`config.mk`:
```
export PLATFORM = sky130hd
export DESIGN_NAME = pcsia_core
export DESIGN_NICKNAME = d
export VERILOG_FILES = /design/src/hw/pcsia_pkg.sv /design/src/hw/pcsia_core.sv
export VERILOG_INCLUDE_DIRS = /design/src /design/src/hw
export SDC_FILE = /design/constraint.sdc
export NUM_CORES = 1
export LEC_CHECK = 0
export ABC_AREA = 1
export ABC_CLOCK_PERIOD_IN_PS = 6800
export BUFFER_PORTS_ARGS = -buffer_cell sky130_fd_sc_hd__buf_4
export CAP_MARGIN = 0
export CORE_UTILIZATION = 60
export CTS_BUF_LIST = sky130_fd_sc_hd__clkbuf_4
export CTS_CLUSTER_DIAMETER = 30
export DETAILED_ROUTE_END_ITERATION = 7
export GPL_ROUTABILITY_DRIVEN = 0
export MAX_ROUTING_LAYER = met4
export PLACE_DENSITY = 0.88
export SLEW_MARGIN = 10
export SYNTH_ARGS = -nofsm -noshare
export SYNTH_HDL_FRONTEND = slang
export SYNTH_SLANG_ARGS = --single-unit
```
`constraint.sdc`:
```
create_clock -name mclk -period 6.8 [get_ports mclk]
set_clock_uncertainty 0.15 [all_clocks]
set_input_delay 1.02 -clock mclk [delete_from_list [all_inputs] [get_ports mclk]]
set_output_delay 1.02 -clock mclk [all_outputs]
set_load 0.005 [all_outputs]
```
`src/hw/pcsia_cfg.svh`:
```
// constants: register offsets, field positions, widths and reset values
`ifndef PCSIA_CFG_SVH
`define PCSIA_CFG_SVH

`define PCSIA_PC_W          13
`define PCSIA_PAGE_LSB      11
`define PCSIA_LATCH_W       5
`define PCSIA_STACK_DEPTH   8
`define PCSIA_STACK_PTR_W   3
`define PCSIA_EA_W          9
`define PCSIA_BANK_BIT      7

`define PCSIA_OFF_PC_LOW    12'h000
`define PCSIA_OFF_PC_LATCH  12'h004
`define PCSIA_OFF_FILE_PTR  12'h008
`define PCSIA_OFF_STATUS    12'h00C
`define PCSIA_OFF_IND_PORT  12'h010

`define PCSIA_PC_RST        13'h0000
`define PCSIA_LATCH_RST     5'h00
`define PCSIA_BYTE_RST      8'h00
`define PCSIA_PTR_RST       3'h0
`define PCSIA_PC_ONE        13'h0001
`define PCSIA_PTR_ONE       3'h1
`define PCSIA_SELF_ADDR     8'h00
`define PCSIA_READ_SELF     8'h00
`define PCSIA_WORD_ZERO     32'h0000_0000
`define PCSIA_INT_VECTOR    13'h0004

`endif

```
`src/hw/pcsia_pkg.sv`:
```
// types shared by the program counter, return stack and indirect access block
`default_nettype none
package pcsia_pkg;

  typedef enum logic [2:0] {
    PCSIA_OP_NONE,
    PCSIA_OP_STEP,
    PCSIA_OP_JUMP,
    PCSIA_OP_CALL,
    PCSIA_OP_RETURN,
    PCSIA_OP_INTR
  } pcsia_op_t;

  typedef struct packed {
    pcsia_op_t   op;
    logic [10:0] target;
  } pcsia_cmd_t;

  typedef struct packed {
    logic       rd;
    logic       wr;
    logic [8:0] addr;
    logic [7:0] wdata;
  } pcsia_ind_t;

endpackage : pcsia_pkg

`default_nettype wire

```
`src/hw/pcsia_core.sv`:
```
// program counter, circular return stack and indirect file access behind apb
//
// Chosen here: the APB slave port and the placing of the registers.
`include "pcsia_cfg.svh"
`timescale 1ns/1ps
`default_nettype none

module pcsia_core
  import pcsia_pkg::*;
(
  input  wire logic        mclk,
  input  wire logic        reset_n,
  input  wire logic        psel,
  input  wire logic        penable,
  input  wire logic        pwrite,
  input  wire logic [11:0] paddr,
  input  wire logic [31:0] pwdata,
  output logic             pready,
  output logic [31:0]      prdata,
  output logic             pslverr,
  input  wire pcsia_cmd_t  cmd,
  input  wire logic [7:0]  ind_rdata,
  output pcsia_ind_t       ind_req,
  output logic [12:0]      pc_out,
  output logic             cmd_ready
);

  ////////////////////////////////////////////////////////////////////////////
  // state

  logic [`PCSIA_PC_W-1:0]        pc_reg;
  logic [`PCSIA_PC_W-1:0]        pc_next;
  logic [`PCSIA_LATCH_W-1:0]     latch_reg;
  logic [7:0]                    fptr_reg;
  logic [7:0]                    status_reg;
  logic [`PCSIA_STACK_PTR_W-1:0] sp_reg;
  logic [`PCSIA_STACK_PTR_W-1:0] sp_next;
  logic [`PCSIA_PC_W-1:0]        stack_mem [`PCSIA_STACK_DEPTH];
  logic [`PCSIA_PC_W-1:0]        push_val;
  logic                          push_en;
  logic                          pop_en;
  logic [31:0]                   prdata_reg;
  logic                          pslverr_reg;
  pcsia_ind_t                    ind_reg;
  logic                          ack_reg;
  logic                          rd_load;

  logic                          acc;
  logic                          wr_acc;
  logic                          rd_acc;
  logic                          hit;
  logic                          pcl_wr;
  logic [`PCSIA_EA_W-1:0]        eff_addr;
  logic                          self_ptr;

  ////////////////////////////////////////////////////////////////////////////
  // apb decode; one wait state so read data stands when pready rises

  assign pready    = ack_reg;
  assign cmd_ready = 1'b1;
  assign acc       = psel & penable & ack_reg;
  assign wr_acc    = acc & pwrite;
  assign rd_acc    = acc & ~pwrite;
  assign rd_load   = psel & penable & ~ack_reg & ~pwrite;
  assign prdata    = prdata_reg;
  assign pslverr   = pslverr_reg;
  assign ind_req   = ind_reg;
  assign pc_out    = pc_reg;

  always_comb begin
    unique case (paddr)
      `PCSIA_OFF_PC_LOW, `PCSIA_OFF_PC_LATCH, `PCSIA_OFF_FILE_PTR,
      `PCSIA_OFF_STATUS, `PCSIA_OFF_IND_PORT: hit = 1'b1;
      default:                                hit = 1'b0;
    endcase
  end

  assign pcl_wr   = wr_acc & (paddr == `PCSIA_OFF_PC_LOW);
  assign eff_addr = {status_reg[`PCSIA_BANK_BIT], fptr_reg};
  assign self_ptr = (fptr_reg == `PCSIA_SELF_ADDR);

  ////////////////////////////////////////////////////////////////////////////
  // next counter value; a low byte write outranks the decoder command

  always_comb begin
    pc_next  = pc_reg;
    push_en  = 1'b0;
    pop_en   = 1'b0;
    push_val = pc_reg;
    if (pcl_wr) begin
      pc_next = {latch_reg, pwdata[7:0]};
    end else begin
      unique case (cmd.op)
        PCSIA_OP_NONE: begin
          pc_next = pc_reg;
        end
        PCSIA_OP_STEP: begin
          pc_next = pc_reg + `PCSIA_PC_ONE;
        end
        PCSIA_OP_JUMP: begin
          pc_next = {latch_reg[`PCSIA_LATCH_W-1 -: 2], cmd.target};
        end
        PCSIA_OP_CALL: begin
          pc_next  = {latch_reg[`PCSIA_LATCH_W-1 -: 2], cmd.target};
          push_en  = 1'b1;
          push_val = pc_reg + `PCSIA_PC_ONE;
        end
        PCSIA_OP_RETURN: begin
          pop_en  = 1'b1;
          pc_next = stack_mem[sp_reg - `PCSIA_PTR_ONE];
        end
        PCSIA_OP_INTR: begin
          pc_next = `PCSIA_INT_VECTOR;
          push_en = 1'b1;
        end
        default: begin
          pc_next = pc_reg;
        end
      endcase
    end
  end

  // pointer wraps freely; nothing reports overflow or underflow
  always_comb begin
    sp_next = sp_reg;
    if (push_en) begin
      sp_next = sp_reg + `PCSIA_PTR_ONE;
    end else if (pop_en) begin
      sp_next = sp_reg - `PCSIA_PTR_ONE;
    end
  end

  ////////////////////////////////////////////////////////////////////////////
  // program counter and stack pointer

  always_ff @(posedge mclk or negedge reset_n) begin
    if (!reset_n) begin
      pc_reg <= `PCSIA_PC_RST;
    end else begin
      pc_reg <= pc_next;
    end
  end

  always_ff @(posedge mclk or negedge reset_n) begin
    if (!reset_n) begin
      sp_reg <= `PCSIA_PTR_RST;
    end else begin
      sp_reg <= sp_next;
    end
  end

  // stack holds no reset: contents are undefined until pushed
  generate
    for (genvar i = 0; i < `PCSIA_STACK_DEPTH; i++) begin : g_stack
      always_ff @(posedge mclk) begin
        if (push_en && (sp_reg == `PCSIA_STACK_PTR_W'(i))) begin
          stack_mem[i] <= push_val;
        end
      end
    end
  endgenerate

  ////////////////////////////////////////////////////////////////////////////
  // software registers; the latch is touched only by its own write

  always_ff @(posedge mclk or negedge reset_n) begin
    if (!reset_n) begin
      latch_reg <= `PCSIA_LATCH_RST;
    end else if (wr_acc && (paddr == `PCSIA_OFF_PC_LATCH)) begin
      latch_reg <= pwdata[`PCSIA_LATCH_W-1:0];
    end
  end

  always_ff @(posedge mclk or negedge reset_n) begin
    if (!reset_n) begin
      fptr_reg <= `PCSIA_BYTE_RST;
    end else if (wr_acc && (paddr == `PCSIA_OFF_FILE_PTR)) begin
      fptr_reg <= pwdata[7:0];
    end
  end

  always_ff @(posedge mclk or negedge reset_n) begin
    if (!reset_n) begin
      status_reg <= `PCSIA_BYTE_RST;
    end else if (wr_acc && (paddr == `PCSIA_OFF_STATUS)) begin
      status_reg <= pwdata[7:0];
    end
  end

  ////////////////////////////////////////////////////////////////////////////
  // indirect port: no storage of its own, forwarded to the pointed register unless the pointer selects the port itself

  always_ff @(posedge mclk or negedge reset_n) begin
    if (!reset_n) begin
      ind_reg <= '0;
    end else begin
      ind_reg.rd    <= rd_acc && (paddr == `PCSIA_OFF_IND_PORT) && !self_ptr;
      ind_reg.wr    <= wr_acc && (paddr == `PCSIA_OFF_IND_PORT) && !self_ptr;
      ind_reg.addr  <= eff_addr;
      ind_reg.wdata <= pwdata[7:0];
    end
  end

  ////////////////////////////////////////////////////////////////////////////
  // read data latched at the first access edge, answered at the second

  always_ff @(posedge mclk or negedge reset_n) begin
    if (!reset_n) begin
      ack_reg <= 1'b0;
    end else begin
      ack_reg <= psel & penable & ~ack_reg;
    end
  end

  always_ff @(posedge mclk or negedge reset_n) begin
    if (!reset_n) begin
      prdata_reg <= `PCSIA_WORD_ZERO;
    end else if (rd_load) begin
      prdata_reg <= `PCSIA_WORD_ZERO;
      unique case (paddr)
        `PCSIA_OFF_PC_LOW:   prdata_reg[7:0] <= pc_reg[7:0];
        `PCSIA_OFF_PC_LATCH: prdata_reg[`PCSIA_LATCH_W-1:0] <= latch_reg;
        `PCSIA_OFF_FILE_PTR: prdata_reg[7:0] <= fptr_reg;
        `PCSIA_OFF_STATUS:   prdata_reg[7:0] <= status_reg;
        `PCSIA_OFF_IND_PORT: begin
          // far side answers from the address latched a cycle earlier
          prdata_reg[7:0] <= self_ptr ? `PCSIA_READ_SELF : ind_rdata;
        end
        default:             prdata_reg[7:0] <= `PCSIA_BYTE_RST;
      endcase
    end
  end

  always_ff @(posedge mclk or negedge reset_n) begin
    if (!reset_n) begin
      pslverr_reg <= 1'b0;
    end else if (psel && !penable) begin
      pslverr_reg <= ~hit;
    end
  end

endmodule : pcsia_core

`default_nettype wire

```
==> results of run 1 <==
[metal layers]
metal	track usage	vias up	wire, um
met5	-	-	0
met1	0.3878	3114	7839
met4	0.1305	0	589
li1	-	3044	-
met3	0.06370	52	1964
met2	0.4731	389	9828
[synthesized netlist by cell type, types with 2 or more instances]
library cell,count,share of area
buf_2,19,0.012
edfxtp_1,104,0.38
or2_2,5,0.0038
o21ai_0,79,0.048
ha_1,8,0.012
conb_1,2,0.00091
inv_2,16,0.0073
nor2_1,114,0.052
nand4_1,5,0.0038
nor2_2,5,0.0038
dfrtp_1,66,0.20
o211ai_1,13,0.012
buf_6,3,0.0041
nor2_4,2,0.0027
nand3_2,2,0.0024
nand2_4,2,0.0027
nand3b_1,6,0.0055
inv_1,81,0.037
nand2_1,174,0.079
xor2_1,7,0.0074
buf_4,27,0.025
o21ai_1,23,0.014
o21ai_2,11,0.012
nand3_1,79,0.048
nor3_1,11,0.0067
clkbuf_1,9,0.0041
nor3_2,2,0.0024
a21oi_1,2,0.0012
nand2_2,3,0.0023
[cells by family after synthesis]
group / after synthesis / share of synthesized area
AOI/OAI and AO/OA: 129 / 0.08758
xor gates and xnor gates: 9 / 0.01046
adders and majority gates: 8 / 0.01212
buffers and inverters: 157 / 0.09151
DFF: 170 / 0.5782
other: 2 / 0.0009094
and+or+nand+nor: 413 / 0.2192
[where the power goes]
| group | total [W] | internal (W) | switching, W |
|---|---|---|---|
| clock | 0.000514 | 0.000172 | 0.000342 |
| sequential | 0.00135 | 0.00126 | 0.0000899 |
| combinational | 0.00115 | 0.000377 | 0.000773 |
| total | 0.00301 | 0.00181 | 0.00120 |
[path summary, 6_finish.rpt]
check | from | end | slack, ns | cells past startpoint
max | sp_reg[0]$_DFFE_PN0P_ | pc_out[11]$_DFFE_PN0P_ | 3.13 | 12
min | fptr_reg[0]$_DFFE_PN0P_ | ind_req[8]$_DFF_PN0_ | 0.28 | 0
max reg2reg | sp_reg[0]$_DFFE_PN0P_ | pc_out[11]$_DFFE_PN0P_ | 3.13 | 12
min reg2reg | fptr_reg[0]$_DFFE_PN0P_ | ind_req[8]$_DFF_PN0_ | 0.28 | 0
max in group asynchronous | reset_n | fptr_reg[0]$_DFFE_PN0P_ | 5.59 | 1
min in group asynchronous | reset_n | prdata[7]$_DFFE_PN0P_ | 0.36 | 1
[metrics by stage]
stage | util | power [W] | std cells | hold WS (ns)
floorplan | - | 0.002140 | 911 | 0.2241
global placement | 0.6696 | 0.002422 | 1125 | 0.2401
detailed placement | 0.6696 | 0.002498 | 1125 | 0.2474
CTS | 0.6874 | 0.002999 | 1157 | 0.2764
global route | 0.6880 | 0.003188 | 1158 | 0.2863
finish | 0.6880 | 0.003014 | 1158 | 0.2760
[layout make-up]
cell class                 instances  area, um2
antenna                            1      2.502
clock buffer                      17      127.6
clock inverter                    15      110.1
fill                             992       4164
inverter                          98      370.4
multi-input combinational        584       2850
sequential                       170       4775
tap                              176      220.2
timing repair buffer              97      728.2
==> results.tsv, run 1 <==
metric	value	unit
insertion_delay	0.58	ns
largest-register	stack_mem	
crit_path_cell_trace	buf_4 -> inv_2 -> ha_1 -> buf_4 -> inv_1 -> nor2_1 -> o21ai_0 -> nand3_1 -> nand3_1 -> nand3_1 -> nand2_1 -> nand2_1	
vias_per_cell	5.699	
clock_path_buffers	2	
path_delay_family	buffers and inverters	
cpMaxStageDelayCell	inv_2	
postRouteWirelength	20.22	mm
fin_area	9184	um2
fin_crit_sh	0.5402	
portBuffers	88	
grt_max_degree	67	
timing.slew.headroom	0.1392	
syn_to_final_growth	11.21	%
ys_ff_latch	170	
cp-end-kind	flip-flop	
crit_buf_inv	4	
synth_edf_count	104	
firstDrtPassIters	6	
cp-start-kind	flip-flop	
synthDistinctLibCells	37	
ant_nets	0	
most-common-layout-cells	nand2_1 (174), nor2_1 (114), edfxtp_1 (104)	
place_ws	2.704	ns
drv_cap	0	
vias	6599	
fin_nets	1047	
ir_drop	0.3842	mV
avgSynthCellArea	9.299	um2
async_reset_ff_frac	0.3882	
drc	0	
status	completed	
coreArea	13350	um2
wl_per_cell	17.46	um
cpPeakStageDelay	0.52	ns
cts_resized	0	
dieArea	14240	um2
pwr_density_cell	328.2	nW/um2
drive_gt1_frac	0.1876	
fmax	272.2	MHz
cpMostUsedCell	nand3_1	
cts.sinks	170	
yosysSeqAreaShare	0.5782	
place_area	8937	um2
grt.total_usage	0.3036	
cts_hold_buf	0	
layout_commonest_cell	nand2_1	
clkTransAtPathRegs	0.13	ns
hpwl	13.54	mm
first_iter_violations	743	
pin_count	138	
post_cts_buffers	0	
die_w	119.3	um
syn_inst	888	
rsz0062_at_grt	false	
cts_buffers	17	
hold_viol	0	
power_leakage	3.971	nW
antenna_found_initial	1	
crit_arrival	4.05	ns
grt_overflow	0	
slew_viol_final	0	
worstPathRequired	7.17	ns
cts_tree	yes	
critical_path_class	reg2reg	
initial_core_util	0.6187	
fin_setup_tns	0	ns
rows	42	
dieHeight	119.3	um
grt_first_pass_wirelength	31.71	mm
worst_pin_slew	1.284	ns
setup_viol	0	
layout_setup_ws	3.126	ns
synth-main-ff-cell	edfxtp_1	
largest_reg_flops	104	
synth-warning-count	0	
grt_pass1_vias	6390	
hp-class	reg2reg	
cts-root-buf	clkbuf_4	
cts-htree-levels	4	
cp_max_fo	56	
netlist_area	8258	um2
fin_crit	3.674	ns
Power figures use the tool's default switching activity.
==> run 2, diff against run 1 <==
ABC_AREA = 0   (was 1)
ABC_CLOCK_PERIOD_IN_PS = 3700   (was 6800)
CORE_UTILIZATION = 58   (was 60)
PLACE_DENSITY = 0.86   (was 0.88)
clock period = 3.7 ns   (was 6.8 ns; I/O delays follow)
==> run 2 against run 1 <==
Critical path depth fell by 6. Via count shrank 24%. Non-clock buffer count is 9 higher. Wire length down 15%. Synthesized cell count fell by 38%. Critical path type unchanged. Largest power group unchanged. Highest routed layer unchanged.
==> results.tsv, run 2 <==
metric	value	unit	change
cp_max_fo	10		was 56
rsz0062_at_grt	false		unchanged
cpMaxStageDelayCell	dfrtp_1		was inv_2
fin_area	8864	um2	was 9184 um2
worstRegToRegCells	6		was 12
synth_area_leaders	edfxtp_1 (40%), dfrtp_1 (21%), mux4_2 (4.9%)		was edfxtp_1 (38%), dfrtp_1 (20%), nand2_1 (7.9%)
hold_viol	0		unchanged
portBuffers	88		unchanged
worst_pin_slew	0.9304	ns	was 1.284 ns
largest_reg_flops	104		unchanged
antenna_found_initial	1		unchanged
die_w	118.3	um	was 119.3 um
synth_edf_count	104		unchanged
stdcell_count	826		was 1,158
fmax	344.3	MHz	was 272.2 MHz
clkTransAtPathRegs	0.13	ns	about the same
pwr_density_cell	561.4	nW/um2	was 328.2 nW/um2
rr_endpoint	stack_mem[6][10]$_DFFE_PP_		was pc_out[11]$_DFFE_PN0P_
synth_top_cell_by_area	edfxtp_1		unchanged
drc	0		unchanged
cts.sinks	170		unchanged
most-common-layout-cells	edfxtp_1 (104), buf_4 (96), dfrtp_1 (66)		was nand2_1 (174), nor2_1 (114), edfxtp_1 (104)
cts_tree	yes		unchanged
avgSynthCellArea	14.31	um2	was 9.299 um2
ant_nets	0		unchanged
grt_max_degree	67		unchanged
synthDistinctLibCells	55		was 37
ir_drop	0.2575	mV	was 0.3842 mV
power	0.004976	W	was 0.003014 W
vias	4992		was 6,599
r2r_setup_slack	0.80	ns	was 3.13 ns
drv_cap	0		unchanged
hold_end	prdata[2]$_DFFE_PN0P_		was ind_req[8]$_DFF_PN0_
syn_to_final_growth	13.04	%	was 11.21%
fin_crit_sh	0.7850		was 0.5402
grt_first_pass_wirelength	26.96	mm	was 31.71 mm
crit_buf_inv	0		was 4
setup_viol	0		unchanged
cpPeakStageDelay	0.60	ns	was 0.52 ns
wl_per_cell	20.76	um	was 17.46 um
timing.slew.headroom	0.3798		was 0.1392
ys_top_cells_by_count	edfxtp_1 (104), dfrtp_1 (66), nand3_1 (32)		was nand2_1 (174), nor2_1 (114), edfxtp_1 (104), inv_1 (81)
fin_setup_tns	0	ns	unchanged
yosysSeqAreaShare	0.6089		was 0.5782
insertion_delay	0.58	ns	about the same
worstPathRequired	3.84	ns	was 7.17 ns
vias_per_cell	6.044		was 5.699
fillers	921		was 992
cts_buffers	17		unchanged
coreArea	13190	um2	was 13,350 um2
cp-end-kind	flip-flop		unchanged
layout_commonest_cell	edfxtp_1		was nand2_1
synth_top_area_share	0.3983		was 0.3782
pin_count	138		unchanged
grt_pass1_vias	5098		was 6,390
grt_overflow	0		unchanged
synth-warning-count	0		unchanged
status	completed		unchanged
grt.total_usage	0.2674		was 0.3036
power_leakage	3.597	nW	was 3.971 nW
fin_crit	2.904	ns	was 3.674 ns
rr_startpoint	pc_out[0]$_DFFE_PN0P_		was sp_reg[0]$_DFFE_PN0P_
dieArea	13990	um2	was 14,240 um2
ys_ff_latch	170		unchanged
synth-main-ff-cell	edfxtp_1		unchanged
clock_path_buffers	2		unchanged
async_reset_ff_frac	0.3882		unchanged
firstDrtPassIters	7		was 6
cts-htree-levels	4		unchanged
cts-root-buf	clkbuf_4		unchanged
synth_most_common_cell	edfxtp_1		was nand2_1
syn_inst	548		was 888
hpwl	11.80	mm	was 13.54 mm
rows	42		unchanged
timing.hold.ws	0.08706	ns	was 0.2760 ns
dieHeight	118.3	um	was 119.3 um
crit_arrival	3.04	ns	was 4.05 ns
critical_path_class	reg2reg		unchanged
largest-register	stack_mem		unchanged
cp-start-kind	flip-flop		unchanged
slew_viol_final	0		unchanged
postRouteWirelength	17.15	mm	was 20.22 mm
post_cts_buffers	0		unchanged
initial_core_util	0.5945		was 0.6187
hold_depth	3		was 0
crit_path_cell_trace	ha_1 -> nand3_1 -> nor3_1 -> and3_1 -> nand2_1 -> xnor2_1		was buf_4 -> inv_2 -> ha_1 -> buf_4 -> inv_1 -> nor2_1 -> o21ai_0 -> nand3_1 -> nand3_1 -> nand3_1 -> nand2_1 -> nand2_1
place_inst	785		was 1,125
fin_nets	717		was 1,047
first_iter_violations	488		was 743
hp-class	in2reg		was reg2reg
drive_gt1_frac	0.2727		was 0.1876
place_area	8496	um2	was 8937 um2
netlist_area	7841	um2	was 8258 um2
hold_start	ind_rdata[2]		was fptr_reg[0]$_DFFE_PN0P_
path_delay_family	simple AND/OR/NAND/NOR gates		was buffers and inverters
-- run 2: cell type report --
type	count	area, um2	area share
multi-input combinational	335	2750	0.3103
antenna	1	2.502	0.0002823
clock buffer	19	142.6	0.01609
inverter	8	30.03	0.003388
tap	176	220.2	0.02484
sequential	170	4775	0.5387
timing repair buffer	106	820.8	0.09260
clock inverter	11	122.6	0.01383
-- run 2: how the worst max path moves through the flow --
stage / cells after the start / endpoint / slack (ns) / from
after CTS: 6 / stack_mem[6][10]$_DFFE_PP_ / 0.82 / pc_out[0]$_DFFE_PN0P_
after detailed placement: 6 / stack_mem[6][3]$_DFFE_PP_ / 0.65 / cmd[13]
after global placement: 6 / stack_mem[7][10]$_DFFE_PP_ / 0.79 / cmd[13]
after floorplan: 12 / pc_out[10]$_DFFE_PN0P_ / 1.10 / sp_reg[0]$_DFFE_PN0P_
final: 6 / stack_mem[6][10]$_DFFE_PP_ / 0.80 / pc_out[0]$_DFFE_PN0P_
after global routing: 6 / stack_mem[0][10]$_DFFE_PP_ / 0.60 / pc_out[0]$_DFFE_PN0P_
-- run 2: timing repair --
item                                   CTS  global route
gates resized for setup                  0             0
hold buffers                            10             0
setup endpoints to repair                0             0
endpoints found under the hold margin   75             0
-- run 2: kinds of logic (layout without fill, tap and decap cells) --
logic type	Yosys count	count (layout)	synth area share
AO/OA/AOI/OAI	74	74	0.05936
XOR/XNOR	28	28	0.03223
adder cells (fa/ha/maj)	8	8	0.01277
buffers and inverters	66	144	0.05202
flip-flops	170	170	0.6089
multiplexers	67	67	0.1420
other	2	26	0.0009578
AND/OR/NAND/NOR	133	133	0.09175
-- run 2: stage by stage --
stage                       util  worst slack [ns]
final                     0.6720            0.7955
after CTS                 0.6718            0.8227
after global routing      0.6720            0.5981
after detailed placement  0.6441            0.6490
after floorplan                -             1.103
after global placement    0.6441            0.7928
-- run 2: metal layers --
metal  wire length [um]  vias to the layer above  global-route usage
met2               8959                      268              0.4412
met4                584                        0              0.1466
met3               1243                       60             0.05550
li1                   -                     2208                   -
met1               6364                     2456              0.3070
met5                  0                        -                   -
-- run 2: where the power goes --
group | leakage (nW) | internal (W) | switching, W
registers | 1.78 | 0.00227 | 0.000162
clock network | 0.140 | 0.000408 | 0.000620
logic | 1.67 | 0.000713 | 0.000798
-- run 2: worst register-to-register path: stages (launching register included) --
cell     delay (ns)
dfrtp_1        0.60
ha_1           0.30
nand3_1        0.26
nor3_1         0.42
and3_1         0.24
nand2_1        0.07
xnor2_1        0.58
==> run 3, diff against run 2 <==
ABC_CLOCK_PERIOD_IN_PS = 2800   (was 3700)
clock period = 2.8 ns   (was 3.7 ns; I/O delays follow)
==> run 3 against run 2 <==
Via count increased by 3.6%. First-iteration DRC count is 1.8% lower. Die area stayed put. Cell area grew 2.5%. Count of clock-buffer cells in the layout did not move. Clock power grew 28%. Sequential power increased by 31%. Global-route usage rose by 0.51 points. Worst hold slack got worse by 0.039 ns. Core utilization is 1.7 points higher. Register-to-register slack got worse by 0.57 ns. Sequential share of layout area down 1.3 points. Critical endpoint is now stack_mem[1][12]$_DFFE_PP_. Highest routed layer unchanged.
==> results.tsv, run 3 (synthesis results as in run 2) <==
metric	value	unit	change
post_cts_buffers	0		unchanged
place_area	8636	um2	was 8496 um2
drive_gt1_frac	0.2910		was 0.2727
fin_setup_tns	0	ns	unchanged
setup_viol	0		unchanged
grtUsageMet1	0.3139		was 0.3070
timing.slew.headroom	0.4246		was 0.3798
die_w	118.3	um	unchanged
rows	42		unchanged
drv_cap	0		unchanged
cts_buffers	17		unchanged
cpMaxStageDelayCell	xnor2_1		was dfrtp_1
rr_endpoint	stack_mem[1][12]$_DFFE_PP_		was stack_mem[6][10]$_DFFE_PP_
cts-root-buf	clkbuf_4		unchanged
clockPowerShare	0.197		was 0.207
clock_path_buffers	2		unchanged
rr_startpoint	pc_out[0]$_DFFE_PN0P_		unchanged
grt_pass1_vias	5216		was 5,098
first_iter_violations	479		was 488
dieArea	13990	um2	unchanged
crit_path_cell_trace	ha_1 -> nand3_1 -> nor3_1 -> and3_1 -> nand4_1 -> xnor2_1		was ha_1 -> nand3_1 -> nor3_1 -> and3_1 -> nand2_1 -> xnor2_1
cp-end-kind	flip-flop		unchanged
cts-htree-levels	4		unchanged
wl_per_cell	20.87	um	was 20.76 um
p_sw_frac	0.3276		was 0.3175
pwr_density_cell	734.9	nW/um2	was 561.4 nW/um2
rsz0062_at_grt	false		unchanged
cts_resized	0		unchanged
ir_drop	0.4355	mV	was 0.2575 mV
vias	5170		was 4,992
critical_path_class	reg2reg		unchanged
hold_viol	0		unchanged
hpwl	12.20	mm	was 11.80 mm
use_met3	0.05598		was 0.05550
initial_core_util	0.5945		unchanged
grt_first_pass_wirelength	27.59	mm	was 26.96 mm
cts.sinks	170		unchanged
cp_max_fo	8		was 10
cpPeakStageDelay	0.53	ns	was 0.60 ns
top_usage_layer	met2		unchanged
combPwrFrac	0.325		was 0.304
dieHeight	118.3	um	unchanged
clkTransAtPathRegs	0.14	ns	was 0.13 ns
slew_viol_final	0		unchanged
power_switching	0.002188	W	was 0.001580 W
internal-power	0.004490	W	was 0.003396 W
status	completed		unchanged
worstPathRequired	2.95	ns	was 3.84 ns
pin_count	138		unchanged
fin_crit_sh	0.9206		was 0.7850
num_antenna_cells	0		was 1
largest-register	stack_mem		unchanged
cts_hold_buf	19		was 10
r2r_setup_slack	0.22	ns	was 0.80 ns
syn_to_final_growth	15.89	%	was 13.04%
hold_end	prdata[7]$_DFFE_PN0P_		was prdata[2]$_DFFE_PN0P_
power_leakage	3.714	nW	was 3.597 nW
coreArea	13190	um2	unchanged
fmax	387.9	MHz	was 344.3 MHz
most-common-layout-cells	buf_4 (112), edfxtp_1 (104), dfrtp_1 (66)		was edfxtp_1 (104), buf_4 (96), dfrtp_1 (66)
insertion_delay	0.57	ns	was 0.58 ns
ant_nets	0		unchanged
layout_commonest_cell	buf_4		was edfxtp_1
hold_depth	3		unchanged
drc	0		unchanged
hold_start	ind_rdata[7]		was ind_rdata[2]
cp-start-kind	flip-flop		unchanged
postRouteWirelength	17.80	mm	was 17.15 mm
grt.total_usage	0.2725		was 0.2674
fin_nets	743		was 717
largest_reg_flops	104		unchanged
worstRegToRegCells	6		unchanged
antenna_found_initial	0		was 1
worst_pin_slew	0.8631	ns	was 0.9304 ns
portBuffers	88		unchanged
firstDrtPassIters	5		was 7
place_ws	0.1974	ns	was 0.6490 ns
crit_arrival	2.73	ns	was 3.04 ns
power.share.sequential	0.478		was 0.490
vias_per_cell	6.061		was 6.044
fin_crit	2.578	ns	was 2.904 ns
fin_area	9087	um2	was 8864 um2
met2_usage	0.4496		was 0.4412
grt_max_degree	67		unchanged
hp-class	in2reg		unchanged
layout_setup_ws	0.2223	ns	was 0.7955 ns
grt_overflow	0		unchanged
cts_tree	yes		unchanged
==> run 3: layout make-up <==
class                      count  area [um2]
sequential                   170        4775
fill                         857        4103
multi-input combinational    335        2750
timing repair buffer         132        1051
tap                          176       220.2
clock buffer                  19       142.6
clock inverter                13       118.9
inverter                       8       30.03
==> run 3: layer usage <==
metal  part of all wire  wire length [um]
met5                  0                 0
met3              0.068              1211
met2               0.51              9091
met1               0.38              6751
met4              0.042               747
==> run 3: power by group through the flow <==
| stage | combinational (W) | clock [W] | sequential [W] |
|---|---|---|---|
| finish | 0.00217 | 0.00132 | 0.00319 |
| global route | 0.00231 | 0.00143 | 0.00321 |
| CTS | 0.00215 | 0.00134 | 0.00318 |
| detailed placement | 0.00213 | 0 | 0.00324 |
| global placement | 0.00203 | 0 | 0.00322 |
| floorplan | 0.00152 | 0 | 0.00316 |
==> run 3: worst max-delay path by stage <==
| stage | from | end | slack (ns) |
|---|---|---|---|
| after floorplan | sp_reg[0]$_DFFE_PN0P_ | pc_out[10]$_DFFE_PN0P_ | 0.20 |
| final | pc_out[0]$_DFFE_PN0P_ | stack_mem[1][12]$_DFFE_PP_ | 0.22 |
| after detailed placement | paddr[7] | stack_mem[6][4]$_DFFE_PP_ | 0.20 |
| after global placement | paddr[7] | stack_mem[6][9]$_DFFE_PP_ | 0.30 |
| after CTS | pc_out[0]$_DFFE_PN0P_ | stack_mem[7][12]$_DFFE_PP_ | 0.26 |
| after global routing | pc_out[0]$_DFFE_PN0P_ | stack_mem[0][12]$_DFFE_PP_ | 0.07 |
==> run 3: per-stage QoR <==
step           total power [W]  hold WS, ns    util  std cells
6_report              0.006678      0.04802  0.6890        853
5_1_grt               0.006948      0.03010  0.6890        853
4_1_cts               0.006680      0.01979  0.6890        853
3_5_place_dp          0.005370       0.2555  0.6547        802
3_3_place_gp          0.005244       0.2511  0.6547        802
2_1_floorplan         0.004681     -0.02559       -        571
==> run 3: worst max-delay path: cells and delay by family (launching register included) <==
family                   cells  cell delay, ns
AND/OR/NAND/NOR              4            0.89
adder cells (fa/ha/maj)      1            0.27
XOR/XNOR                     1            0.53
flip-flops                   1            0.49
